$ cat config.mk
export PLATFORM = sky130hd
export DESIGN_NAME = fdmsc_ctrl
export DESIGN_NICKNAME = d
export VERILOG_FILES = /design/src/design/fdmsc_pkg.sv /design/src/design/fdmsc_decode_if.sv /design/src/design/fdmsc_ctrl.sv /design/src/design/fdmsc_mode_decode.sv
export VERILOG_INCLUDE_DIRS = /design/src /design/src/design
export SDC_FILE = /design/constraint.sdc
export NUM_CORES = 1
export LEC_CHECK = 0
export BUFFER_PORTS_ARGS = -buffer_cell sky130_fd_sc_hd__clkbuf_2
export CORE_ASPECT_RATIO = 0.6
export CORE_MARGIN = 5
export CORE_UTILIZATION = 35
export CTS_CLUSTER_SIZE = 10
export DETAILED_ROUTE_END_ITERATION = 6
export GPL_TIMING_DRIVEN = 0
export MAX_ROUTING_LAYER = met4
export SETUP_SLACK_MARGIN = 0.05
export SLEW_MARGIN = 0
export SYNTH_ARGS = -nofsm -noshare
export SYNTH_HDL_FRONTEND = slang
export SYNTH_HIERARCHICAL = 1
export SYNTH_SLANG_ARGS = --single-unit
$ cat constraint.sdc
create_clock -name clk_sys_i -period 2.65 [get_ports clk_sys_i]
set_input_delay 0.1325 -clock clk_sys_i [delete_from_list [all_inputs] [get_ports clk_sys_i]]
set_output_delay 0.1325 -clock clk_sys_i [all_outputs]
set_load 0.01 [all_outputs]
$ cat src/design/fdmsc_params.svh
// Constants for the flash driver mode and start-up control block.
// Assumes inclusion by the block's design modules and its bench.
`ifndef FDMSC_PARAMS_SVH
`define FDMSC_PARAMS_SVH

// Mode bit encodings
`define FDMSC_MODE_OFF 2'b00
`define FDMSC_MODE_DCL 2'b01
`define FDMSC_MODE_FLASH 2'b10
`define FDMSC_MODE_VREG 2'b11

// Highest output voltage code that allows the low over-voltage threshold
`define FDMSC_OV_LOW_MAX 4'h4

// Output voltage code meaning the fixed forced-voltage target
`define FDMSC_OV_FORCE_CODE 4'h6

// Current-limit step codes
`define FDMSC_CURRENT_LIMIT_SELECT_STEP1 2'b00
`define FDMSC_CURRENT_LIMIT_SELECT_STEP2 2'b01
`define FDMSC_CURRENT_LIMIT_SELECT_FULL 2'b10
`define FDMSC_CURRENT_LIMIT_SELECT_HC_LOW 2'b11

// First step length in microseconds, and the clock rate in MHz
`define FDMSC_STEP1_US 1000
`define FDMSC_CLK_MHZ 250

`endif

$ cat src/design/fdmsc_pkg.sv
// Types shared by the flash driver mode and start-up control modules.
// Assumes fdmsc_params.svh sits beside it.
package fdmsc_pkg;
	// Start-up sequencer states, one-hot
	typedef enum logic [4:0] {
		FDMSC_IDLE = 5'h01,
		FDMSC_PRECHG = 5'h02,
		FDMSC_STEP1 = 5'h04,
		FDMSC_STEP2 = 5'h08,
		FDMSC_RUN = 5'h10
	} fdmsc_state_e;
endpackage : fdmsc_pkg

$ cat src/design/fdmsc_decode_if.sv
// Decoded mode controls passed from the decoder to the main module.
// Assumes both ends run on the same clock.
`timescale 1ns/10ps
interface fdmsc_decode_if;
	logic conv_en;
	logic cur_reg;
	logic volt_reg;
	logic led_en;
	logic flash_ready;
	logic force_target;
	logic excl_cur;
	modport dec (output conv_en, cur_reg, volt_reg, led_en, flash_ready,
		force_target, excl_cur);
	modport use_end (input conv_en, cur_reg, volt_reg, led_en, flash_ready,
		force_target, excl_cur);
endinterface : fdmsc_decode_if

$ cat src/design/fdmsc_ctrl.sv
// Mode, over-voltage, LED failure and start-up control of a flash driver.
// Assumes the analog loop reports its conditions as pin-level inputs.
// Operation
// - Shorted LED: clamp current, set failure flag
// - Open LED: limit voltage, set failure flag
// - Low threshold only direct drive, code 0-4
// - Force pin gives voltage mode, fixed target
// - Mode 00 unforced: shutdown, load disconnected in direct drive only
// - Mode 01 unforced: DC light, current regulation
// - Mode 10 unforced: current regulation, flash ready
// - Mode 10 high-current: stage off during strobe
// - Mode 11 or forced 00: voltage regulation
// - Forced 01: voltage regulation plus DC light
// - Forced 10: voltage, flash ready, stage on
// - Enable starts limited pre-charge to threshold
// - Direct drive: three current-limit steps
// - Step two after 1 ms, full at regulation
// - Direct drive start-up: balancing disabled
// - High-current pre-charge level depends on mode
// - High-current down-mode: low limit by select
// - High-current boost: full limit with blanking
// - High-current start-up: balancing enabled
`timescale 1ns/10ps
`include "fdmsc_params.svh"
module fdmsc_ctrl #(
	parameter int STEP1_CYCLES = `FDMSC_STEP1_US * `FDMSC_CLK_MHZ
) (
	// Clock and reset
	input wire logic clk_sys_i,
	input wire logic rst_n_i,
	// Mode and configuration pins
	input wire logic [1:0] mode_i,
	input wire logic voltage_mode_force_i,
	input wire logic high_current_select_i,
	input wire logic current_limit_select_i,
	input wire logic [3:0] output_voltage_code_i,
	input wire logic tx_mask_i,
	input wire logic flash_strobe_i,
	// Analog condition pins
	input wire logic led_short_i,
	input wire logic led_open_i,
	input wire logic precharge_done_i,
	input wire logic in_boost_i,
	input wire logic vout_in_reg_i,
	input wire logic led_failure_clear_i,
	// Regulation controls
	output logic conv_en_o,
	output logic current_regulation_mode_o,
	output logic voltage_regulation_mode_o,
	output logic led_en_o,
	output logic flash_ready_o,
	output logic power_stage_en_o,
	output logic load_disconnect_o,
	output logic [3:0] vout_target_code_o,
	output logic ovp_high_o,
	output logic current_clamp_o,
	output logic voltage_limit_o,
	output logic led_failure_flag_o,
	// Start-up controls
	output logic precharge_o,
	output logic precharge_to_vin_o,
	output logic [1:0] current_limit_select_step_o,
	output logic current_limit_select_high_o,
	output logic balance_en_o,
	output logic [4:0] startup_state_o
);
	localparam int CW = $clog2(STEP1_CYCLES + 1);
	localparam logic [CW-1:0] STEP1_LAST = CW'(STEP1_CYCLES - 1);

	// Three-stage input synchronisers; pins are asynchronous
	logic [2:0] s_mode0, s_mode1, s_force, s_hc, s_current_limit_select, s_tx, s_strobe;
	logic [2:0] s_short, s_open, s_pre, s_boost, s_reg, s_clr;
	logic [3:0] s_ov0, s_ov1, s_ov2;
	always_ff @(posedge clk_sys_i) begin
		s_mode0 <= {s_mode0[1:0], mode_i[0]};
		s_mode1 <= {s_mode1[1:0], mode_i[1]};
		s_force <= {s_force[1:0], voltage_mode_force_i};
		s_hc <= {s_hc[1:0], high_current_select_i};
		s_current_limit_select <= {s_current_limit_select[1:0], current_limit_select_i};
		s_tx <= {s_tx[1:0], tx_mask_i};
		s_strobe <= {s_strobe[1:0], flash_strobe_i};
		s_short <= {s_short[1:0], led_short_i};
		s_open <= {s_open[1:0], led_open_i};
		s_pre <= {s_pre[1:0], precharge_done_i};
		s_boost <= {s_boost[1:0], in_boost_i};
		s_reg <= {s_reg[1:0], vout_in_reg_i};
		s_clr <= {s_clr[1:0], led_failure_clear_i};
		s_ov0 <= output_voltage_code_i;
		s_ov1 <= s_ov0;
		s_ov2 <= s_ov1;
	end

	// Filtered levels: change accepted when stages two and three agree
	logic f_m0, f_m1, f_force, f_hc, f_current_limit_select, f_tx, f_strobe;
	logic f_short, f_open, f_pre, f_boost, f_reg, f_clr;
	logic [3:0] f_ov;
	always_ff @(posedge clk_sys_i) begin
		if (!rst_n_i) begin
			f_m0 <= 1'b0;
			f_m1 <= 1'b0;
			f_force <= 1'b0;
			f_hc <= 1'b0;
			f_current_limit_select <= 1'b0;
			f_tx <= 1'b0;
			f_strobe <= 1'b0;
			f_short <= 1'b0;
			f_open <= 1'b0;
			f_pre <= 1'b0;
			f_boost <= 1'b0;
			f_reg <= 1'b0;
			f_clr <= 1'b0;
			f_ov <= 4'h0;
		end else begin
			if (s_mode0[1] == s_mode0[2]) f_m0 <= s_mode0[2];
			if (s_mode1[1] == s_mode1[2]) f_m1 <= s_mode1[2];
			if (s_force[1] == s_force[2]) f_force <= s_force[2];
			if (s_hc[1] == s_hc[2]) f_hc <= s_hc[2];
			if (s_current_limit_select[1] == s_current_limit_select[2]) f_current_limit_select <= s_current_limit_select[2];
			if (s_tx[1] == s_tx[2]) f_tx <= s_tx[2];
			if (s_strobe[1] == s_strobe[2]) f_strobe <= s_strobe[2];
			if (s_short[1] == s_short[2]) f_short <= s_short[2];
			if (s_open[1] == s_open[2]) f_open <= s_open[2];
			if (s_pre[1] == s_pre[2]) f_pre <= s_pre[2];
			if (s_boost[1] == s_boost[2]) f_boost <= s_boost[2];
			if (s_reg[1] == s_reg[2]) f_reg <= s_reg[2];
			if (s_clr[1] == s_clr[2]) f_clr <= s_clr[2];
			if (s_ov1 == s_ov2) f_ov <= s_ov2;
		end
	end

	// Mode decode
	fdmsc_decode_if dif ();
	fdmsc_mode_decode u_dec (
		.mode_i ({f_m1, f_m0}),
		.voltage_mode_force_i (f_force),
		.dec (dif.dec)
	);

	// Current-limit select is latched only while idle in shutdown
	logic current_limit_select_sel;
	fdmsc_pkg::fdmsc_state_e state;
	always_ff @(posedge clk_sys_i) begin
		if (!rst_n_i)
			current_limit_select_sel <= 1'b0;
		else if (state == fdmsc_pkg::FDMSC_IDLE)
			current_limit_select_sel <= f_current_limit_select;
	end

	// Registered regulation controls
	always_ff @(posedge clk_sys_i) begin
		if (!rst_n_i) begin
			conv_en_o <= 1'b0;
			current_regulation_mode_o <= 1'b0;
			voltage_regulation_mode_o <= 1'b0;
			led_en_o <= 1'b0;
			flash_ready_o <= 1'b0;
			load_disconnect_o <= 1'b1;
			vout_target_code_o <= 4'h0;
		end else begin
			conv_en_o <= dif.conv_en;
			current_regulation_mode_o <= dif.cur_reg;
			voltage_regulation_mode_o <= dif.volt_reg;
			led_en_o <= dif.led_en;
			flash_ready_o <= dif.flash_ready;
			load_disconnect_o <= !dif.conv_en && !f_hc;
			vout_target_code_o <= dif.force_target ?
				`FDMSC_OV_FORCE_CODE : f_ov;
		end
	end

	// Power stage gating during a high-current strobe
	always_ff @(posedge clk_sys_i) begin
		if (!rst_n_i)
			power_stage_en_o <= 1'b0;
		else if (!dif.conv_en)
			power_stage_en_o <= 1'b0;
		else if (dif.cur_reg && dif.flash_ready && f_hc && f_strobe)
			power_stage_en_o <= 1'b0;
		else
			power_stage_en_o <= (state != fdmsc_pkg::FDMSC_PRECHG);
	end

	// Over-voltage threshold choice
	always_ff @(posedge clk_sys_i) begin
		if (!rst_n_i)
			ovp_high_o <= 1'b1;
		else
			ovp_high_o <= f_hc || (f_ov > `FDMSC_OV_LOW_MAX);
	end

	// LED failure: clamp, limit and sticky flag, set beats clear
	always_ff @(posedge clk_sys_i) begin
		if (!rst_n_i) begin
			current_clamp_o <= 1'b0;
			voltage_limit_o <= 1'b0;
			led_failure_flag_o <= 1'b0;
		end else begin
			current_clamp_o <= f_short && led_en_o;
			voltage_limit_o <= f_open && led_en_o;
			if (led_en_o && (f_short || f_open))
				led_failure_flag_o <= 1'b1;
			else if (f_clr)
				led_failure_flag_o <= 1'b0;
		end
	end

	// Start-up sequencer
	logic [CW-1:0] step_cnt;
	logic was_en;
	always_ff @(posedge clk_sys_i) begin
		if (!rst_n_i) begin
			state <= fdmsc_pkg::FDMSC_IDLE;
			was_en <= 1'b0;
			step_cnt <= '0;
		end else begin
			was_en <= dif.conv_en;
			if (!dif.conv_en) begin
				state <= fdmsc_pkg::FDMSC_IDLE;
			end else begin
				unique case (state)
					fdmsc_pkg::FDMSC_IDLE: begin
						if (!was_en)
							state <= fdmsc_pkg::FDMSC_PRECHG;
					end
					fdmsc_pkg::FDMSC_PRECHG: begin
						step_cnt <= '0;
						if (f_pre)
							state <= f_hc ? fdmsc_pkg::FDMSC_STEP2 :
								fdmsc_pkg::FDMSC_STEP1;
					end
					fdmsc_pkg::FDMSC_STEP1: begin
						step_cnt <= step_cnt + 1'b1;
						if (step_cnt == STEP1_LAST)
							state <= fdmsc_pkg::FDMSC_STEP2;
					end
					fdmsc_pkg::FDMSC_STEP2: begin
						if (f_hc ? f_boost : f_reg)
							state <= fdmsc_pkg::FDMSC_RUN;
					end
					fdmsc_pkg::FDMSC_RUN: begin
						state <= fdmsc_pkg::FDMSC_RUN;
					end
					default: state <= fdmsc_pkg::FDMSC_IDLE;
				endcase
			end
		end
	end

	// Start-up outputs
	always_ff @(posedge clk_sys_i) begin
		if (!rst_n_i) begin
			precharge_o <= 1'b0;
			precharge_to_vin_o <= 1'b0;
			current_limit_select_step_o <= `FDMSC_CURRENT_LIMIT_SELECT_STEP1;
			current_limit_select_high_o <= 1'b0;
			balance_en_o <= 1'b0;
			startup_state_o <= fdmsc_pkg::FDMSC_IDLE;
		end else begin
			startup_state_o <= state;
			precharge_o <= (state == fdmsc_pkg::FDMSC_PRECHG);
			precharge_to_vin_o <= f_hc && dif.excl_cur;
			balance_en_o <= f_hc;
			unique case (state)
				fdmsc_pkg::FDMSC_STEP1: begin
					current_limit_select_step_o <= `FDMSC_CURRENT_LIMIT_SELECT_STEP1;
					current_limit_select_high_o <= 1'b0;
				end
				fdmsc_pkg::FDMSC_STEP2: begin
					current_limit_select_step_o <= f_hc ? `FDMSC_CURRENT_LIMIT_SELECT_HC_LOW :
						`FDMSC_CURRENT_LIMIT_SELECT_STEP2;
					current_limit_select_high_o <= f_hc ? current_limit_select_sel : 1'b0;
				end
				fdmsc_pkg::FDMSC_RUN: begin
					current_limit_select_step_o <= (f_hc && f_tx) ? `FDMSC_CURRENT_LIMIT_SELECT_HC_LOW :
						`FDMSC_CURRENT_LIMIT_SELECT_FULL;
					current_limit_select_high_o <= current_limit_select_sel;
				end
				default: begin
					current_limit_select_step_o <= `FDMSC_CURRENT_LIMIT_SELECT_STEP1;
					current_limit_select_high_o <= 1'b0;
				end
			endcase
		end
	end
endmodule : fdmsc_ctrl

$ cat src/design/fdmsc_mode_decode.sv
// Combinational decode of mode bits and the voltage-mode force.
// Assumes synchronised inputs; outputs are registered by the user.
`timescale 1ns/10ps
`include "fdmsc_params.svh"
module fdmsc_mode_decode (
	// Mode inputs
	input wire logic [1:0] mode_i,
	input wire logic voltage_mode_force_i,
	// Decoded controls
	fdmsc_decode_if.dec dec
);
	// Mode table decode
	always_comb begin
		dec.conv_en = 1'b1;
		dec.cur_reg = 1'b0;
		dec.volt_reg = 1'b0;
		dec.led_en = 1'b0;
		dec.flash_ready = 1'b0;
		dec.force_target = voltage_mode_force_i;
		dec.excl_cur = 1'b0;
		if (voltage_mode_force_i) begin
			dec.volt_reg = 1'b1;
			dec.led_en = (mode_i == `FDMSC_MODE_DCL) ||
				(mode_i == `FDMSC_MODE_FLASH);
			dec.flash_ready = (mode_i == `FDMSC_MODE_FLASH);
		end else begin
			unique case (mode_i)
				`FDMSC_MODE_OFF: begin
					dec.conv_en = 1'b0;
				end
				`FDMSC_MODE_DCL: begin
					dec.cur_reg = 1'b1;
					dec.led_en = 1'b1;
					dec.excl_cur = 1'b1;
				end
				`FDMSC_MODE_FLASH: begin
					dec.cur_reg = 1'b1;
					dec.led_en = 1'b1;
					dec.flash_ready = 1'b1;
					dec.excl_cur = 1'b1;
				end
				`FDMSC_MODE_VREG: begin
					dec.volt_reg = 1'b1;
				end
			endcase
		end
	end
endmodule : fdmsc_mode_decode

==> results.json, run 1 <==
{
  "status": "complete, no violations",
  "hp-class": "in -> reg",
  "place_hpwl_mm": 5.14,
  "yosysTopAreaCell": "dfxtp_1",
  "fmax_mhz": 439,
  "grt_pass1_vias": 2567,
  "final_nets": 451,
  "setup-violations-final": 0,
  "viasPerCell": 4.64,
  "tightest_slew_ns": 0.579,
  "num_vias": 2689,
  "core_area_mm2": 0.0105,
  "swShare_pct": 20.8,
  "place_congestion": 0.829,
  "ys_dominant_reg_cell": "dfxtp_1",
  "seq_area_frac_synth_pct": 63.6,
  "worst_setup_path_end_kind": "register",
  "top_regs": "step_cnt (18), startup_state_o (5), state (5)",
  "ctsRootBufferMaster": "clkbuf_16",
  "critPathMaxFanout": 10,
  "die_h_um": 89.8,
  "grtUsageTotal_pct": 12.7,
  "synth_top_area_share_pct": 63.6,
  "period_needed_ns": 2.28,
  "intPower_mw": 3.49,
  "p_sw_mw": 0.918,
  "portBuffers": 43,
  "fin_crit_sh_pct": 86.0,
  "largest_register_ffs": 18,
  "start_util_pct": 35.5,
  "fillCellCount": 984,
  "grt_setup_unrepaired": "no",
  "critPathKind": "reg -> reg",
  "total_power_mw": 4.41,
  "syn_nets": 372,
  "drcViolationCount": 0,
  "vdd_drop_max_mv": 0.418,
  "finalMaxSlewViolations": 0,
  "htree_levels": 4,
  "post_cts_buffers": 0,
  "io_pins": 45,
  "cts_max_path_buffers": 2,
  "yosys-top-cells-area": "dfxtp_1 64%, a21oi_1 4.0%, o21ai_0 3.5%",
  "drive_gt1_share_pct": 18.8,
  "num_antenna_cells": 0,
  "area_growth_pct": 31.7,
  "powerDensity_mw_per_mm2": 901,
  "synth_seq_cells": 118,
  "power_leakage_nw": 1.99,
  "die_area_mm2": 0.0128,
  "cts_made_buffers": 17,
  "syn-cell-area_mm2": 0.00371,
  "clock-skew-final_ns": 0.00622,
  "regMostFlops": "step_cnt",
  "clk_pin_slew_worst_paths_ns": 0.05,
  "grt_pass1_wl_mm": 12.4,
  "clkSinkCount": 118,
  "hold_viol": 0,
  "layout_commonest_cell": "dfxtp_1",
  "async_flop_share_pct": 0,
  "cp_data_arrival_time_ns": 2.61,
  "routedWlPerCell_um": 12.9,
  "antenna_left": 0,
  "critPathLaunchType": "register",
  "final_cell_mix": "118 x dfxtp_1, 43 x clkbuf_2, 30 x a21oi_1, 26 x nand2_1, 26 x o21ai_0",
  "overflow": 0,
  "dr.pass1.iters": 4,
  "p_comb_share_pct": 4.1,
  "synth_edf_count": 0,
  "worstPathRequired_ns": 2.98,
  "antenna_found_initial": 0,
  "die_x_um": 143,
  "cts_tree": "done",
  "drtIter0Drc": 121,
  "yosys_warnings": 6,
  "cap_violations": 0,
  "slew_headroom_pct": 61.4,
  "drt_wl_total_mm": 7.51,
  "syn_avg_cell_area_um2": 10.6,
  "grt_max_degree": 17,
  "insertion_delay_ns": 0.40,
  "final.setup.tns_ns": 0,
  "syn_inst": 349,
  "pwr-share-seq_pct": 43.0,
  "fp-row-count": 29,
  "synthDistinctLibCells": 43,
  "clkPwrFrac_pct": 53.0
}
layer usage:
layer  global-route usage, %  vias to the layer above  part of all wire, %
li1                        -                     1375                    -
met1                    17.3                     1225                   51
met2                    16.4                       78                   39
met3                    5.78                       11                  7.7
met4                    4.51                        0                  1.4
met5                       -                        -                    0
metrics by stage:
step	area, µm²	hold slack [ns]	utilization (%)	setup WS (ns)	instances
2_1_floorplan	3710	0.160	-	0.782	349
3_3_place_gp	4100	0.236	39.3	0.443	531
3_5_place_dp	4100	0.236	39.3	0.381	531
4_1_cts	4890	0.121	46.8	0.363	580
5_1_grt	4890	0.148	46.8	0.0802	580
6_report	4890	0.123	46.8	0.371	580
worst max-delay path, cell delays in order, from the launching register on:
cell and delay (ns):
dfxtp_1 0.41, inv_1 0.06, ha_1 0.18, nand2b_1 0.09, nor4b_4 0.47, nand4_1 0.27
buf_2 0.25, or3_1 0.31, a21oi_1 0.15
Yosys cell counts (6+ instances only):
master	number
or3_1	8
and2_1	11
nor2_1	22
clkbuf_1	7
nand3_1	12
dfxtp_1	118
nand2_1	26
and3_1	8
o21ai_0	26
mux2i_1	6
nand4_1	11
a21oi_1	30
inv_1	7
cell families after synthesis:
group | after synthesis | synth area share, %
simple gates | 124 | 18.6
fa+ha+maj | 4 | 1.35
buf+inv | 21 | 2.80
compound gates | 66 | 9.67
xor+xnor | 10 | 2.36
mux | 6 | 1.62
flops | 118 | 63.6
layout make-up:
cell class,instances,area [µm²],share of cell area [%]
Multi-Input combinational cell,210,1250,25.5
Buffer,13,73.8,1.51
Sequential cell,118,2360,48.3
Inverter,8,30.0,0.614
Timing Repair Buffer,60,385,7.88
Tap cell,139,174,3.55
Clock inverter,11,149,3.04
Clock buffer,21,470,9.62
timing repair:
action,CTS,global route
gates resized for setup,0,0
hold buffers,17,0
endpoints found under the hold margin,17,0
path summary, 6_finish.rpt:
path,endpoint,slack [ns],cells past startpoint,start
max,step_cnt[6],0.37,8,f_m1
min,startup_state_o[0],0.12,2,rst_n_i
max reg2reg,step_cnt[6],0.37,8,f_m1
min reg2reg,s_short[1],0.32,0,s_short[0]
power groups by stage:
stage / Sequential [mW] / Combinational (mW) / Clock [mW]
after floorplan: 1.93 / 0.0964 / 0
after global placement: 1.93 / 0.157 / 0
after detailed placement: 1.93 / 0.159 / 0
after CTS: 1.90 / 0.179 / 2.39
after global routing: 1.90 / 0.200 / 2.47
final: 1.90 / 0.179 / 2.33
(Power assumes the default switching activity.)
==> inputs of run 2 (changes only) <==
CELL_PAD_IN_SITES_DETAIL_PLACEMENT = 0   (was default)
CELL_PAD_IN_SITES_GLOBAL_PLACEMENT = 2   (was default)
PLACE_DENSITY_LB_ADDON = 0.1   (was default)
==> run 2 against run 1 <==
Effect of this change: sequential power hardly changed; global-route usage is 0.58 points higher; core utilization down 0.20 points.
==> results.json, run 2 (synthesis results as in run 1) <==
{
  "area_growth_pct": 31.2,
  "drcViolationCount": 0,
  "drive_gt1_share_pct": 18.4,
  "place_congestion": 0.858,
  "worst_setup_path_end_kind": "register",
  "vdd_drop_max_mv": 0.460,
  "grt_pass1_wl_mm": 12.8,
  "tightest_slew_ns": 0.630,
  "critPathKind": "reg -> reg",
  "r2r_setup_slack_ns": 0.39,
  "ctsRootBufferMaster": "clkbuf_16",
  "num_antenna_cells": 0,
  "max_stage_delay_ns": 0.50,
  "final_cell_mix": "118 x dfxtp_1, 43 x clkbuf_2, 30 x a21oi_1, 26 x nand2_1, 26 x o21ai_0",
  "power_leakage_nw": 1.99,
  "worstHoldPathCells": 2,
  "num_vias": 2669,
  "antenna_found_initial": 0,
  "largest_register_ffs": 18,
  "place_hpwl_mm": 5.41,
  "clock-skew-final_ns": 0.00812,
  "hold_viol": 0,
  "grt_max_degree": 17,
  "hp-class": "in -> reg",
  "powerDensity_mw_per_mm2": 898,
  "fmax_mhz": 443,
  "post_cts_buffers": 0,
  "core_area_mm2": 0.0105,
  "finalWorstSetupSlack_ns": 0.391,
  "antenna_left": 0,
  "routedWlPerCell_um": 13.5,
  "hold_path_end": "startup_state_o[0]",
  "seqCellArea_mm2": 0.00236,
  "final_nets": 451,
  "multi_input_area_mm2": 0.00125,
  "drt_wl_total_mm": 7.85,
  "layout_commonest_cell": "dfxtp_1",
  "fillCellCount": 1000,
  "die_h_um": 89.8,
  "dpl_worst_slack_ns": 0.392,
  "start_util_pct": 35.5,
  "die_area_mm2": 0.0128,
  "drtIter0Drc": 105,
  "dr.pass1.iters": 4,
  "grt_setup_unrepaired": "no",
  "insertion_delay_ns": 0.40,
  "critPathLaunchType": "register",
  "cp_cell_sequence": "inv_1 -> ha_1 -> nand2b_1 -> nor4b_4 -> nand4_1 -> buf_2 -> or3_1 -> a21oi_1",
  "die_x_um": 143,
  "status": "complete, no violations",
  "regMostFlops": "step_cnt",
  "r2r_end": "step_cnt[8]",
  "cts_tree": "done",
  "path_delay_family": "simple AND/OR/NAND/NOR gates",
  "cts_max_path_buffers": 2,
  "worstPathRequired_ns": 2.97,
  "final.setup.tns_ns": 0,
  "setup-violations-final": 0,
  "finalMaxSlewViolations": 0,
  "r2r_cells": 8,
  "slowest_stage": "nor4b_4",
  "cts_made_buffers": 17,
  "top_regs": "step_cnt (18), startup_state_o (5), state (5)",
  "grtUsageTotal_pct": 13.3,
  "slew_headroom_pct": 58.0,
  "fin_crit_sh_pct": 85.2,
  "viasPerCell": 4.61,
  "finish.utilization_pct": 46.6,
  "clkSinkCount": 118,
  "portBuffers": 43,
  "fp-row-count": 29,
  "period_needed_ns": 2.26,
  "grt_pass1_vias": 2491,
  "r2r-start": "f_m1",
  "htree_levels": 4,
  "clk_pin_slew_worst_paths_ns": 0.05,
  "critPathMaxFanout": 10,
  "cap_violations": 0,
  "cp_data_arrival_time_ns": 2.58,
  "whs_ns": 0.123,
  "io_pins": 45,
  "overflow": 0,
  "path_buf_inv": 2,
  "hold_start": "rst_n_i"
}
run 2: metrics by stage:
step	instance area [µm²]	cells	total power, mW
finish	4870	579	4.37
global route	4870	579	4.54
CTS	4870	579	4.43
detailed placement	4100	531	2.10
global placement	4100	531	2.09
floorplan	3710	349	2.02
run 2: what timing repair did:
action	in CTS	in global routing
resized for setup	0	0
hold buffers	17	0
endpoints found under the hold margin	17	0
run 2: where the power goes:
part	leakage, nW	switching, mW	total (mW)	internal (mW)
Sequential	0.976	0.0423	1.90	1.85
Clock	0.290	0.795	2.30	1.50
Combinational	0.721	0.0949	0.180	0.0853
Total	1.99	0.932	4.37	3.44
run 2: routing by layer:
metal | global-route usage [%] | wire length (µm) | up-vias
li1 | - | - | 1373
met1 | 19.9 | 4270 | 1221
met2 | 15.2 | 2960 | 66
met3 | 5.20 | 553 | 9
met4 | 5.70 | 61 | 0
met5 | - | 0 | -
run 2: worst max-delay path by stage:
stage                    to  slack, ns  start  cells after the start
2_1_floorplan  step_cnt[16]       0.78   f_m0                      7
3_3_place_gp    step_cnt[7]       0.42   f_m0                      8
3_5_place_dp    step_cnt[7]       0.39   f_m0                      8
4_1_cts         step_cnt[9]       0.37   f_m0                      8
5_1_grt         step_cnt[9]       0.20   f_m0                      8
6_report        step_cnt[8]       0.39   f_m1                      8
run 2: layout make-up:
type,instances,area share [%]
inverter,8,0.616
sequential,118,48.5
clock buffer,20,9.17
clock inverter,11,3.11
multi-input combinational,210,25.6
tap,139,3.57
buffer,13,1.52
timing repair buffer,60,7.91
==> inputs of run 3 (changes only) <==
CORE_UTILIZATION = 36   (was 35)
==> run 3 against run 2 <==
Effect of this change: first-iteration DRC count decreased by 12%; routed wire length decreased by 2.1%; via count increased by 0.15%; cell area increased by 1.3%; global-route usage increased by 1.0 points; largest power group unchanged; count of clock-buffer cells in the layout increased by 1; core utilization increased by 3.0 points; sequential cell count unchanged; largest cell class unchanged.
==> results.json, run 3 (synthesis results as in run 1) <==
{
  "status": "complete, no violations",
  "worst_setup_path_end_kind": "register",
  "swShare_pct": 20.1,
  "r2r-start": "f_m0",
  "critPathLaunchType": "register",
  "p_sw_mw": 0.927,
  "cap_violations": 0,
  "finalMaxSlewViolations": 0,
  "r2r_end": "step_cnt[10]",
  "tightest_slew_ns": 0.623,
  "final_cell_mix": "118 x dfxtp_1, 43 x clkbuf_2, 30 x a21oi_1, 26 x nand2_1, 26 x o21ai_0",
  "vdd_drop_max_mv": 0.423,
  "fin_crit_sh_pct": 84.4,
  "placed_area_mm2": 0.00410,
  "grt_pass1_wl_mm": 13.1,
  "slew_headroom_pct": 58.4,
  "final_nets": 451,
  "worstPathRequired_ns": 2.98,
  "num_vias": 2673,
  "antenna_left": 0,
  "place_hpwl_mm": 5.38,
  "die_h_um": 88.7,
  "grt_setup_unrepaired": "no",
  "io_pins": 45,
  "drcViolationCount": 0,
  "period_needed_ns": 2.24,
  "hold_path_end": "startup_state_o[0]",
  "fillCellCount": 923,
  "insertion_delay_ns": 0.40,
  "fp-row-count": 28,
  "portBuffers": 43,
  "powerDensity_mw_per_mm2": 935,
  "grt_max_degree": 17,
  "cts_max_path_buffers": 2,
  "cp_data_arrival_time_ns": 2.56,
  "cts_tree": "done",
  "power_leakage_nw": 2.01,
  "top_regs": "step_cnt (18), startup_state_o (5), state (5)",
  "setup-violations-final": 0,
  "die_x_um": 141,
  "intPower_mw": 3.68,
  "final_cells": 576,
  "htree_levels": 4,
  "fmax_mhz": 447,
  "clock-skew-final_ns": 0.00708,
  "hold_viol": 0,
  "regMostFlops": "step_cnt",
  "seqCellArea_mm2": 0.00236,
  "slowest_stage": "nor4b_4",
  "multi_input_area_mm2": 0.00125,
  "final.setup.tns_ns": 0,
  "drive_gt1_share_pct": 18.8,
  "clk_pin_slew_worst_paths_ns": 0.06,
  "clkPwrFrac_pct": 55.0,
  "cp_cell_sequence": "inv_1 -> ha_1 -> nand2b_1 -> nor4b_4 -> nand4_1 -> buf_2 -> or3_1 -> a21oi_1",
  "drt_wl_total_mm": 7.68,
  "dpl_worst_slack_ns": 0.384,
  "post_cts.resized_instances": 0,
  "largest_register_ffs": 18,
  "antenna_found_initial": 0,
  "ctsRootBufferMaster": "clkbuf_16",
  "viasPerCell": 4.64,
  "critPathMaxFanout": 10,
  "overflow": 0,
  "dr.pass1.iters": 4,
  "pwr-share-seq_pct": 41.1,
  "core_area_mm2": 0.00995,
  "placed_cells": 527,
  "hold_start": "rst_n_i",
  "postCtsHoldBufs": 17,
  "place_congestion": 0.812,
  "num_antenna_cells": 0,
  "grtUsageTotal_pct": 14.3,
  "drtIter0Drc": 92,
  "finalWorstSetupSlack_ns": 0.413,
  "layout_commonest_cell": "dfxtp_1",
  "hp-class": "in -> reg",
  "r2r_cells": 8,
  "worstHoldPathCells": 2,
  "whs_ns": 0.0966,
  "r2r_setup_slack_ns": 0.41,
  "routedWlPerCell_um": 13.3,
  "design_area_mm2": 0.00493,
  "clkSinkCount": 118,
  "max_stage_delay_ns": 0.51,
  "p_comb_share_pct": 3.9,
  "critPathKind": "reg -> reg",
  "die_area_mm2": 0.0125,
  "grt_pass1_vias": 2596,
  "cts_made_buffers": 17,
  "start_util_pct": 37.3,
  "area_growth_pct": 32.9,
  "post_cts_buffers": 0
}
[run 3: cell types whose count changed in the layout (fill, tap and decap cells not counted), sizes merged]
cell	delta
bufinv	+2
clkbuf	+1
clkinv	-4
clkinvlp	+2
[run 3: power by group through the flow]
stage,Combinational (mW),Clock [mW],Sequential (mW)
2_1_floorplan,0.0964,0,1.93
3_3_place_gp,0.160,0,1.93
3_5_place_dp,0.162,0,1.93
4_1_cts,0.182,2.58,1.90
5_1_grt,0.203,2.68,1.90
6_report,0.179,2.54,1.90
[run 3: how the worst max path moves through the flow]
stage	start	end	slack [ns]	cells past startpoint
after detailed placement	f_m0	step_cnt[7]	0.38	8
final	f_m0	step_cnt[10]	0.41	8
after global routing	f_m0	step_cnt[11]	0.17	8
after global placement	f_m0	step_cnt[7]	0.42	8
after CTS	f_m1	step_cnt[10]	0.38	8
after floorplan	f_m0	step_cnt[16]	0.78	7
[run 3: critical path, delay by kind of cell (launching register included)]
| kind | cells | cell delay [ns] |
|---|---|---|
| AND/OR/NAND/NOR | 4 | 1.14 |
| flip-flops | 1 | 0.37 |
| AO/OA/AOI/OAI | 1 | 0.15 |
| adder cells (fa/ha/maj) | 1 | 0.19 |
| buffers and inverters | 2 | 0.32 |
[run 3: cell type report]
| type | count | area share (%) |
|---|---|---|
| Sequential cell | 118 | 47.9 |
| Multi-Input combinational cell | 210 | 25.3 |
| Clock buffer | 21 | 9.54 |
| Timing Repair Buffer | 60 | 7.81 |
| Clock inverter | 11 | 3.96 |
| Tap cell | 135 | 3.42 |
| Buffer | 13 | 1.50 |
| Inverter | 8 | 0.609 |
[run 3: routing by layer]
layer	vias to the layer above	wire, µm	GRT usage, %
li1	1374	-	-
met2	53	2900	18.7
met1	1238	4160	19.3
met3	8	508	5.83
met5	-	0	-
met4	0	112	6.07
[run 3: metrics by stage]
step | util [%] | power (mW)
3_3_place_gp | 41.2 | 2.09
6_report | 49.6 | 4.61
4_1_cts | 49.6 | 4.66
2_1_floorplan | - | 2.02
3_5_place_dp | 41.2 | 2.09
5_1_grt | 49.6 | 4.79
